## config.mk

```make
export PLATFORM = sky130hd
export DESIGN_NAME = ams_supervisor
export DESIGN_NICKNAME = d
export VERILOG_FILES = /design/src/shared/ams_pkg.sv /design/src/shared/ams_phase_if.sv /design/src/verilog/ams_concord.sv /design/src/verilog/ams_supervisor.sv
export SDC_FILE = /design/constraint.sdc
export NUM_CORES = 1
export LEC_CHECK = 0
export BUFFER_PORTS_ARGS = -buffer_cell sky130_fd_sc_hd__buf_2
export CORE_ASPECT_RATIO = 0.7
export CORE_MARGIN = 4
export CORE_UTILIZATION = 35
export CTS_CLUSTER_SIZE = 14
export DETAILED_ROUTE_END_ITERATION = 8
export SYNTH_ARGS = -nofsm -noshare
export SYNTH_HDL_FRONTEND = slang
export SYNTH_SLANG_ARGS = --single-unit
```

## constraint.sdc

```tcl
create_clock -name i_sys_clk -period 3.1 [get_ports i_sys_clk]
set_clock_uncertainty 0.1 [all_clocks]
set_input_delay 0.31 -clock i_sys_clk [delete_from_list [all_inputs] [get_ports i_sys_clk]]
set_output_delay 0.31 -clock i_sys_clk [all_outputs]
set_load 0.05 [all_outputs]
```

## src/shared/ams_pkg.sv

```systemverilog
// Constants, types and timing figures of the analog measurement supervisor.
// Assumes magnitudes and angles arrive from measurement logic on the same clock.

package ams_pkg;

  // ****************************************************************
  // Data formats
  // ****************************************************************
  // Voltage LSB is 1 V primary, current LSB is 0.1 A primary.
  // Angle is voltage-to-current shift in tenths of a degree, 0 to 3599.
  localparam int AMS_MAG_W = 16;
  localparam int AMS_NUM_PH = 3;
  localparam int AMS_PROD_W = 19;
  localparam logic [AMS_PROD_W-1:0] AMS_SEQ_DIV = 19'h0_0005;
  localparam logic [AMS_MAG_W-1:0] AMS_I_THR = 16'h0032;
  localparam logic [AMS_MAG_W-1:0] AMS_V_THR = 16'h0064;
  localparam logic [AMS_MAG_W-1:0] AMS_OUT_LO = 16'h0c80;
  localparam logic [AMS_MAG_W-1:0] AMS_OUT_HI = 16'h00c8;
  localparam logic [AMS_MAG_W-1:0] AMS_INC_LO = 16'h0578;
  localparam logic [AMS_MAG_W-1:0] AMS_INC_HI = 16'h07d0;

  // ****************************************************************
  // Persistence timing
  // ****************************************************************
  localparam longint AMS_CLK_HZ = 100000000;
  localparam longint AMS_PERSIST_S = 10;
  localparam int unsigned AMS_PERSIST_CYC = int'(AMS_PERSIST_S * AMS_CLK_HZ);
  localparam int AMS_CNT_W = 30;

  // ****************************************************************
  // Persistence state machine
  // ****************************************************************
  typedef enum logic [2:0] {
    AMS_ST_IDLE = 3'b001,
    AMS_ST_TIMING = 3'b010,
    AMS_ST_FAIL = 3'b100
  } ams_state_t;

  typedef logic [AMS_NUM_PH-1:0][AMS_MAG_W-1:0] ams_phase_vec_t;

endpackage : ams_pkg

```

## src/shared/ams_phase_if.sv

```systemverilog
// Interface carrying per-phase measurements to the concordance check.
// Assumes both ends sit on the same clock.
`timescale 1ns/1ps
`default_nettype none

interface ams_phase_if;
  import ams_pkg::*;
  ams_phase_vec_t i_mag;
  ams_phase_vec_t v_mag;
  ams_phase_vec_t ang;
  logic fault;
  logic [AMS_NUM_PH-1:0] qual;

  modport src (output i_mag, output v_mag, output ang, input fault, input qual);
  modport chk (input i_mag, input v_mag, input ang, output fault, output qual);
endinterface : ams_phase_if

`default_nettype wire

```

## src/verilog/ams_concord.sv

```systemverilog
// Voltage-to-current phase concordance check, purely combinational.
// Assumes magnitudes and angles are stable on the clock of the instantiating module.
`timescale 1ns/1ps
`default_nettype none

module ams_concord
  import ams_pkg::*;
(
  ams_phase_if.chk ph // Per-phase data in, concordance fault out.
);

  logic [AMS_NUM_PH-1:0] q_ph;
  logic [AMS_NUM_PH-1:0] out_ph;
  logic [AMS_NUM_PH-1:0] inc_ph;

  // ****************************************************************
  // Per-phase classification
  // ****************************************************************
  for (genvar g = 0; g < AMS_NUM_PH; g++) begin : g_ph
    assign q_ph[g] = (ph.i_mag[g] > AMS_I_THR) && (ph.v_mag[g] > AMS_V_THR);
    // The outgoing window wraps through zero degrees.
    assign out_ph[g] = q_ph[g] && ((ph.ang[g] >= AMS_OUT_LO) || (ph.ang[g] <= AMS_OUT_HI));
    assign inc_ph[g] = q_ph[g] && (ph.ang[g] >= AMS_INC_LO) && (ph.ang[g] <= AMS_INC_HI);
  end

  // ****************************************************************
  // Fault decision
  // ****************************************************************
  // An all-zero qualifier vector leaves every term below false.
  assign ph.fault = (|(q_ph & ~out_ph & ~inc_ph)) || ((|out_ph) && (|inc_ph));
  assign ph.qual = q_ph;

endmodule : ams_concord

`default_nettype wire

```

## src/verilog/ams_supervisor.sv

```systemverilog
// Analog measurement supervisor: three sub-unit checks and a persistence timer.
// Assumes all measurement inputs come from logic on i_sys_clk, refreshed each cycle.
`timescale 1ns/1ps
`default_nettype none

module ams_supervisor
  import ams_pkg::*;
#(
  parameter int unsigned P_PERSIST_CYC = AMS_PERSIST_CYC // Persistence length in cycles.
) (
  input wire logic i_sys_clk, // System clock, 100 MHz.
  input wire logic i_rstn, // Asynchronous reset, active low.
  input wire logic [AMS_MAG_W-1:0] i_v1_mag, // Positive sequence voltage magnitude.
  input wire logic [AMS_MAG_W-1:0] i_v2_mag, // Negative sequence voltage magnitude.
  input wire ams_phase_vec_t i_ph_i_mag, // Per-phase current magnitude.
  input wire ams_phase_vec_t i_ph_v_mag, // Per-phase voltage magnitude.
  input wire ams_phase_vec_t i_ph_ang, // Per-phase voltage-to-current angle.
  input wire logic i_inval_enable, // Setting: failure invalidates analog signals.
  output logic o_seq_fault, // Sequence sub-unit flag, registered.
  output logic o_cur_fault, // Current sub-unit flag, registered.
  output logic o_conc_fault, // Concordance sub-unit flag, registered.
  output logic [AMS_NUM_PH-1:0] o_ph_qual, // Phases above both thresholds, registered.
  output logic o_timing, // Persistence timer running.
  output logic o_measurement_chain_failure, // Measurement failure, registered.
  output logic o_analog_invalid // Invalidity bit for every analog signal.
);

  ams_phase_if ph ();

  logic seq_fault_d;
  logic cur_fault_d;
  logic seq_fault_q;
  logic cur_fault_q;
  logic conc_fault_q;
  logic [AMS_NUM_PH-1:0] qual_q;
  logic any_fault;
  logic [AMS_NUM_PH-1:0] cur_ph;
  logic [AMS_PROD_W-1:0] v2_scaled;
  logic [AMS_PROD_W-1:0] v1_wide;
  ams_state_t state_q;
  ams_state_t state_d;
  logic [AMS_CNT_W-1:0] cnt_q;
  logic cnt_done;
  logic fail_q;
  logic inval_q;
  logic conc_fault_d;
  logic [AMS_NUM_PH-1:0] qual_d;
  logic [AMS_CNT_W-1:0] cnt_d;
  logic fail_d;
  logic inval_d;

  localparam logic [AMS_CNT_W-1:0] CNT_LAST = AMS_CNT_W'(P_PERSIST_CYC - 1);

  // ****************************************************************
  // Voltage sequence check
  // ****************************************************************
  // Scaling V2 by five avoids a divider; the product cannot overflow.
  assign v2_scaled = AMS_PROD_W'(i_v2_mag) * AMS_SEQ_DIV;
  assign v1_wide = AMS_PROD_W'(i_v1_mag);
  assign seq_fault_d = (v2_scaled >= v1_wide);

  // ****************************************************************
  // Current without voltage check
  // ****************************************************************
  for (genvar g = 0; g < AMS_NUM_PH; g++) begin : g_cur
    assign cur_ph[g] = (i_ph_i_mag[g] > AMS_I_THR) && (i_ph_v_mag[g] < AMS_V_THR);
  end
  assign cur_fault_d = |cur_ph;

  // ****************************************************************
  // Phase concordance check
  // ****************************************************************
  assign ph.i_mag = i_ph_i_mag;
  assign ph.v_mag = i_ph_v_mag;
  assign ph.ang = i_ph_ang;

  ams_concord u_concord (
    .ph(ph.chk)
  );

  // ****************************************************************
  // Concordance next values
  // ****************************************************************
  assign conc_fault_d = ph.fault;
  assign qual_d = ph.qual;

  // ****************************************************************
  // Sub-unit flag registers
  // ****************************************************************
  always_ff @(posedge i_sys_clk or negedge i_rstn) begin
    if (!i_rstn) begin
      seq_fault_q <= 1'b0;
    end else begin
      seq_fault_q <= seq_fault_d;
    end
  end

  always_ff @(posedge i_sys_clk or negedge i_rstn) begin
    if (!i_rstn) begin
      cur_fault_q <= 1'b0;
    end else begin
      cur_fault_q <= cur_fault_d;
    end
  end

  always_ff @(posedge i_sys_clk or negedge i_rstn) begin
    if (!i_rstn) begin
      conc_fault_q <= 1'b0;
    end else begin
      conc_fault_q <= conc_fault_d;
    end
  end

  always_ff @(posedge i_sys_clk or negedge i_rstn) begin
    if (!i_rstn) begin
      qual_q <= '0;
    end else begin
      qual_q <= qual_d;
    end
  end

  // ****************************************************************
  // Combined fault flag
  // ****************************************************************
  assign any_fault = seq_fault_q | cur_fault_q | conc_fault_q;

  // ****************************************************************
  // Persistence state machine
  // ****************************************************************
  assign cnt_done = (cnt_q == CNT_LAST);

  always_comb begin
    state_d = state_q;
    case (state_q)
      AMS_ST_IDLE: begin
        if (any_fault) begin
          state_d = AMS_ST_TIMING;
        end
      end
      AMS_ST_TIMING: begin
        if (!any_fault) begin
          state_d = AMS_ST_IDLE;
        end else if (cnt_done) begin
          state_d = AMS_ST_FAIL;
        end
      end
      AMS_ST_FAIL: begin
        if (!any_fault) begin
          state_d = AMS_ST_IDLE;
        end
      end
      default: begin
        state_d = AMS_ST_IDLE;
      end
    endcase
  end

  always_ff @(posedge i_sys_clk or negedge i_rstn) begin
    if (!i_rstn) begin
      state_q <= AMS_ST_IDLE;
    end else begin
      state_q <= state_d;
    end
  end

  // ****************************************************************
  // Persistence counter
  // ****************************************************************
  // The count only advances while the combined flag stays high.
  always_comb begin
    cnt_d = cnt_q;
    if (state_q != AMS_ST_TIMING || !any_fault) begin
      cnt_d = '0;
    end else if (!cnt_done) begin
      cnt_d = cnt_q + AMS_CNT_W'(1);
    end
  end

  always_ff @(posedge i_sys_clk or negedge i_rstn) begin
    if (!i_rstn) begin
      cnt_q <= '0;
    end else begin
      cnt_q <= cnt_d;
    end
  end

  // ****************************************************************
  // Failure output
  // ****************************************************************
  // Only the invalidity output reacts to the failure; blocking is left to user logic.
  assign fail_d = (state_d == AMS_ST_FAIL);

  always_ff @(posedge i_sys_clk or negedge i_rstn) begin
    if (!i_rstn) begin
      fail_q <= 1'b0;
    end else begin
      fail_q <= fail_d;
    end
  end

  // ****************************************************************
  // Invalidity output
  // ****************************************************************
  assign inval_d = fail_d && i_inval_enable;

  always_ff @(posedge i_sys_clk or negedge i_rstn) begin
    if (!i_rstn) begin
      inval_q <= 1'b0;
    end else begin
      inval_q <= inval_d;
    end
  end

  // ****************************************************************
  // Port outputs
  // ****************************************************************
  assign o_seq_fault = seq_fault_q;
  assign o_cur_fault = cur_fault_q;
  assign o_conc_fault = conc_fault_q;
  assign o_ph_qual = qual_q;
  assign o_timing = (state_q == AMS_ST_TIMING);
  assign o_measurement_chain_failure = fail_q;
  assign o_analog_invalid = inval_q;

endmodule : ams_supervisor

`default_nettype wire

```

== Yosys cells after proc, flatten, opt, wreduce, memory -nomap -nowiden ==
Index checks and enable logic that the tools add are counted.
Operators by class
  add/sub/neg operators: 1
  multipliers: 1
  divide/modulo/power cells: 0
  $lt $le $gt $ge: 22
  equal/unequal tests: 7
  shift operators: 0
  muxes and demuxes: 7
  bitwise logic cells: 6
  reductions and logical operators: 27
Operators by type and width (number)
  $mux 30: 2
  $ge 16x11->1 const B: 3
  $ge 16x12->1 const B: 3
  $gt 16x6->1 const B: 3
  $gt 16x7->1 const B: 3
  $le 16x11->1 const B: 3
  $le 16x8->1 const B: 3
  $lt 16x7->1 const B: 3
  $add 30x1->30 const B: 1
  $eq 30x30->1 const B: 1
  $ge 19x16->1: 1
  $mul 16x3->19 const B: 1
  $logic_and 1x1->1: 17
  $mux 3: 4
  $reduce_or 3->1: 4
  $pmux 3 s3: 1
  $and 3x3->3: 2
  $eq 3x3->1 const B: 2
  $not 3->3: 2
  $logic_or 1x1->1: 5
  $eq 3x1->1 const B: 1
  $eq 3x2->1 const B: 1
  $ne 3x2->1 const B: 1
  $ne 2x1->1 const B: 1
  other kinds (2): 3
Storage, ports and cells
  register bits: 41
  bits in latches: 0
  bits in writable memories: 0
  memory bits (read-only): 0
  input port bits: 179
  output and inout bits: 9
  logic and storage cells: 79
  memories kept: 0

== Longest topological paths before layout ==
  depth in word-level cells: 8
  depth in mapped cells: 16
  gate-level depth less buffers: 16

== Modules after synthesis ==
From an unflattened synthesis, not the netlist that was laid out.
Second synthesis, totals
  cells, all modules: 490
  area total of the unflattened synthesis: 4008.8 um^2
Modules (own cells, without submodules)
  ams_supervisor: times used 1, cells each 384, area an instance 3367.0 um^2, seq. area each 1027.2 um^2
  ams_concord: times used 1, cells each 106, area an instance 641.9 um^2, seq. area each 0.0 um^2

== Worst setup path after synthesis ==
No wires, ideal clock.
  path type: input-to-reg
  from: in i_v2_mag[2]
  to: reg seq_fault_q, in the netlist o_seq_fault
  library setup time: 0.126 ns
  arrival: 3.298 ns
  required time: 2.874 ns
  slack: -0.424 ns
  stages on the path: 13
  buffers on the path: 0
  cells stage by stage: ha_1 > ha_1 > a211o_1 > a2111oi_4 > o21ai_0 > o21ai_0 > a21boi_0 > ha_1 > a21oi_1 > o21ai_0 > a2111oi_0 > o221ai_1 > a221o_1
Between the ends
  word-level cells in the longest chain between the ends: 2
RTL lines
  start, declared: line ams_supervisor.sv:14  | input wire logic [AMS_MAG_W-1:0] i_v2_mag,
  $mul 16x3->19: line ams_supervisor.sv:58  | assign v2_scaled = AMS_PROD_W'(i_v2_mag) * AMS_SEQ_DIV;
  $ge 19x16->1: line ams_supervisor.sv:60  | assign seq_fault_d = (v2_scaled >= v1_wide);
  named net seq_fault_d: line ams_supervisor.sv:30  | logic seq_fault_d;
  end signal, assigned: line ams_supervisor.sv:94  | seq_fault_q <= seq_fault_d;
  end, declared: line ams_supervisor.sv:32  | logic seq_fault_q;
The timed path passes the listed nets, and every way through them passes these cells.
A chain may end at the register's enable or synchronous reset.

== Worst setup path after layout ==
  from: in i_v2_mag[3]
  to: reg seq_fault_q, in the netlist o_seq_fault
The elaborated chain is that of the path after synthesis.

==> impl_metrics.tcl <==
set metrics [dict create \
    p_seq_share_pct 29.0 \
    area.growth.synth_to_final_pct 45.1 \
    rsz0062_at_grt "true" \
    start_util_pct 36.3 \
    crit_path_end_kind "flop" \
    placementRows 31 \
    final_common_cell "buf_2" \
    via_per_inst 5.24 \
    synth.net_count 681 \
    avgSynthCellArea_um2 8.31 \
    swShare_pct 31.1 \
    path_cells "buf_2, ha_4, ha_2, inv_1, fa_2, nor2b_2, o2111ai_1, nand3_1, a311oi_2, o21bai_1, a21oi_1, xnor2_1, ha_1, a2111oi_4, o221ai_1, a221o_1" \
    status "finished, violations left" \
    dp.final_hpwl_mm 10.0 \
    min_period_ns 3.28 \
    antenna_found_initial 0 \
    drtIter0Drc 275 \
    synth.yosys.seq_area_share_pct 27.1 \
    critPathTopFamily "compound AO/OA/AOI/OAI gates" \
    synth_top_cell_by_area "dfrtp_1" \
    synth_edf_count 0 \
    grtUsageMet1_pct 23.6 \
    syn_area_mm2 0.00379 \
    setup-violations-final 1 \
    die_w_um 132 \
    final_nets 908 \
    synthFlopType "dfrtp_1" \
    grt_max_degree 42 \
    grtUsageMet2_pct 34.6 \
    drv_cap 0 \
    multiInputGateArea_mm2 0.00279 \
    ir_drop_mv 0.304 \
    drc 0 \
    postRouteAntennaNets 0 \
    wire_per_inst_um 14.7 \
    cp.arrival_ns 3.36 \
    fill_cells 977 \
    grt_pass1_wl_mm 19.8 \
    cts_root_buffer "clkbuf_16" \
    cp-start-kind "input pin" \
    worstPathMaxFanout 3 \
    cts_max_path_buffers 2 \
    vias 4278 \
    cts.sinks 41 \
    power_frac_comb_pct 36.9 \
    yosysWarnings 0 \
    final_layout_size_suffix_gt1_share_pct 37.4 \
    critPathKind "input pin to flop" \
    routed_wl_mm 12.0 \
    synth_area_leaders "dfrtp_1 (26%), ha_1 (15%), xor2_1 (5.8%)" \
    leakagePower_nw 2.63 \
    max_slew_margin_pct 40.5 \
    die_h_um 95.0 \
    antennaDiodeCount 0 \
    worstHoldPathType "input pin to async pin" \
    fin_ws_ns -0.182 \
    netSwitchingPower_mw 0.627 \
    regArea_mm2 0.00103 \
    h-tree-depth 2 \
    final.setup.tns_ns -0.182 \
    ys_types 58 \
    clkTransAtPathRegs_ns 0.06 \
    most-common-layout-cells "buf_2 (187), nor2_1 (57), dfrtp_1 (40)" \
    crit_required_ns 3.17 \
    ys_ff_latch 41 \
    max_clock_freq_mhz 305 \
    finalHoldViolations 0 \
    synth-async-reset-ratio_pct 100 \
    worst_pin_slew_ns 0.893 \
    power.clock.fraction_pct 34.1 \
    synth_top_area_share_pct 26.4 \
    fin_crit_sh_pct 106 \
    port_buffers 187 \
    p_per_area_mw_per_mm2 366 \
    path_buf_inv 2 \
    core_region_area_mm2 0.0104 \
    routabilityCongestion 0.904 \
    violations "negative setup slack" \
    p_total_mw 2.01 \
    synth_cells 456 \
    grt_overflow 0 \
    grt_pass1_vias 4332 \
    slew_viol_final 0 \
    hold_ws_ns 0.0495 \
    slowest_delay_ns 0.36 \
    insertion_delay_ns 0.29 \
    internal_power_mw 1.39 \
    cts_made_buffers 5 \
    cts_hold_buf 0 \
    globalRouteMet3Util_pct 3.74 \
    cts_tree "done" \
    dieArea_mm2 0.0126 \
    grt.busiest_layer "met2" \
    slowest_stage "fa_2" \
    firstDrtPassIters 4 \
    grtUsageTotal_pct 18.9 \
    io_pins 188 \
]
timing repair:
action,CTS,global route
endpoints found under the setup margin,1,1
buffers inserted,4,0
gates cloned,0,0
hold endpoints to repair,0,0
resized for setup,6,4
pin swaps,5,3
per-layer routing:
metal	vias to the layer above	routed length (um)
met4	0	114
met1	1971	5320
met3	11	757
met2	134	5810
met5	-	0
li1	2162	-
cells in the mapped netlist (all sizes together) (3+ instances only):
cell,number
o2111ai,8
xnor2,10
nand4,14
and3,7
or4,4
nor4,18
inv,28
a21o,5
nor3b,3
o21ai,14
or3,3
o21a,7
clkbuf,4
o21bai,3
and2,5
a21oi,24
nor3,17
nor2,57
a211oi,7
nand2,34
o211ai,3
ha,45
nor4bb,3
dfrtp,40
and4,3
nor2b,3
xor2,25
nand3,23
o311ai,6
cell type report:
class	instances	share of cell area, %
repair buffers	224	22.1
inverters	28	1.91
well taps	132	3.01
clock inverters	3	1.25
flip-flops and latches	41	18.7
clock buffers	5	2.28
multi-input cells	383	50.8
power by group through the flow:
stage                     Combinational [mW]  Clock [mW]  Sequential, mW
after floorplan                        0.388           0           0.597
after CTS                              0.725       0.694           0.584
after global placement                 0.686           0           0.592
after global routing                   0.838       0.720           0.587
final                                  0.742       0.686           0.584
after detailed placement               0.702           0           0.594
flip-flops by register name, summed over array words and instances, names as in the netlist:
name / count
o_seq_fault: 1
o_cur_fault: 1
o_ph_qual: 3
o_measurement_chain_failure: 1
state_q: 3
o_conc_fault: 1
o_analog_invalid: 1
cnt_q: 30
worst paths after layout:
kind | from | to | slack [ns] | cells past startpoint
max | i_v2_mag[3] | o_seq_fault$_DFF_PN0_ | -0.18 | 16
min | i_rstn | cnt_q[5]$_DFFE_PN0P_ | 0.05 | 1
max reg2reg | cnt_q[2]$_DFFE_PN0P_ | cnt_q[25]$_DFFE_PN0P_ | 1.01 | 8
min reg2reg | cnt_q[5]$_DFFE_PN0P_ | cnt_q[5]$_DFFE_PN0P_ | 0.45 | 2
max in group asynchronous | i_rstn | cnt_q[19]$_DFFE_PN0P_ | 2.30 | 1
min in group i_sys_clk | i_inval_enable | o_analog_invalid$_DFF_PN0_ | 0.13 | 2
metrics by stage:
step / cell area [um2] / utilization, % / worst slack (ns) / instances
3_5_place_dp: 5200 / 49.8 / -0.589 / 804
4_1_cts: 5450 / 52.2 / -0.158 / 816
6_report: 5500 / 52.7 / -0.182 / 816
2_1_floorplan: 3870 / - / -0.254 / 456
3_3_place_gp: 5200 / 49.8 / -0.549 / 804
5_1_grt: 5500 / 52.7 / -0.374 / 816
cells by family after synthesis:
group                      synth area share (%)
buffers and inverters                      3.17
muxes                                     0.562
xor gates and xnor gates                   8.09
AOI/OAI and AO/OA                          18.1
and+or+nand+nor                            27.6
adders and majority gates                  15.4
DFF                                        27.1
Power figures use the tool's default switching activity.
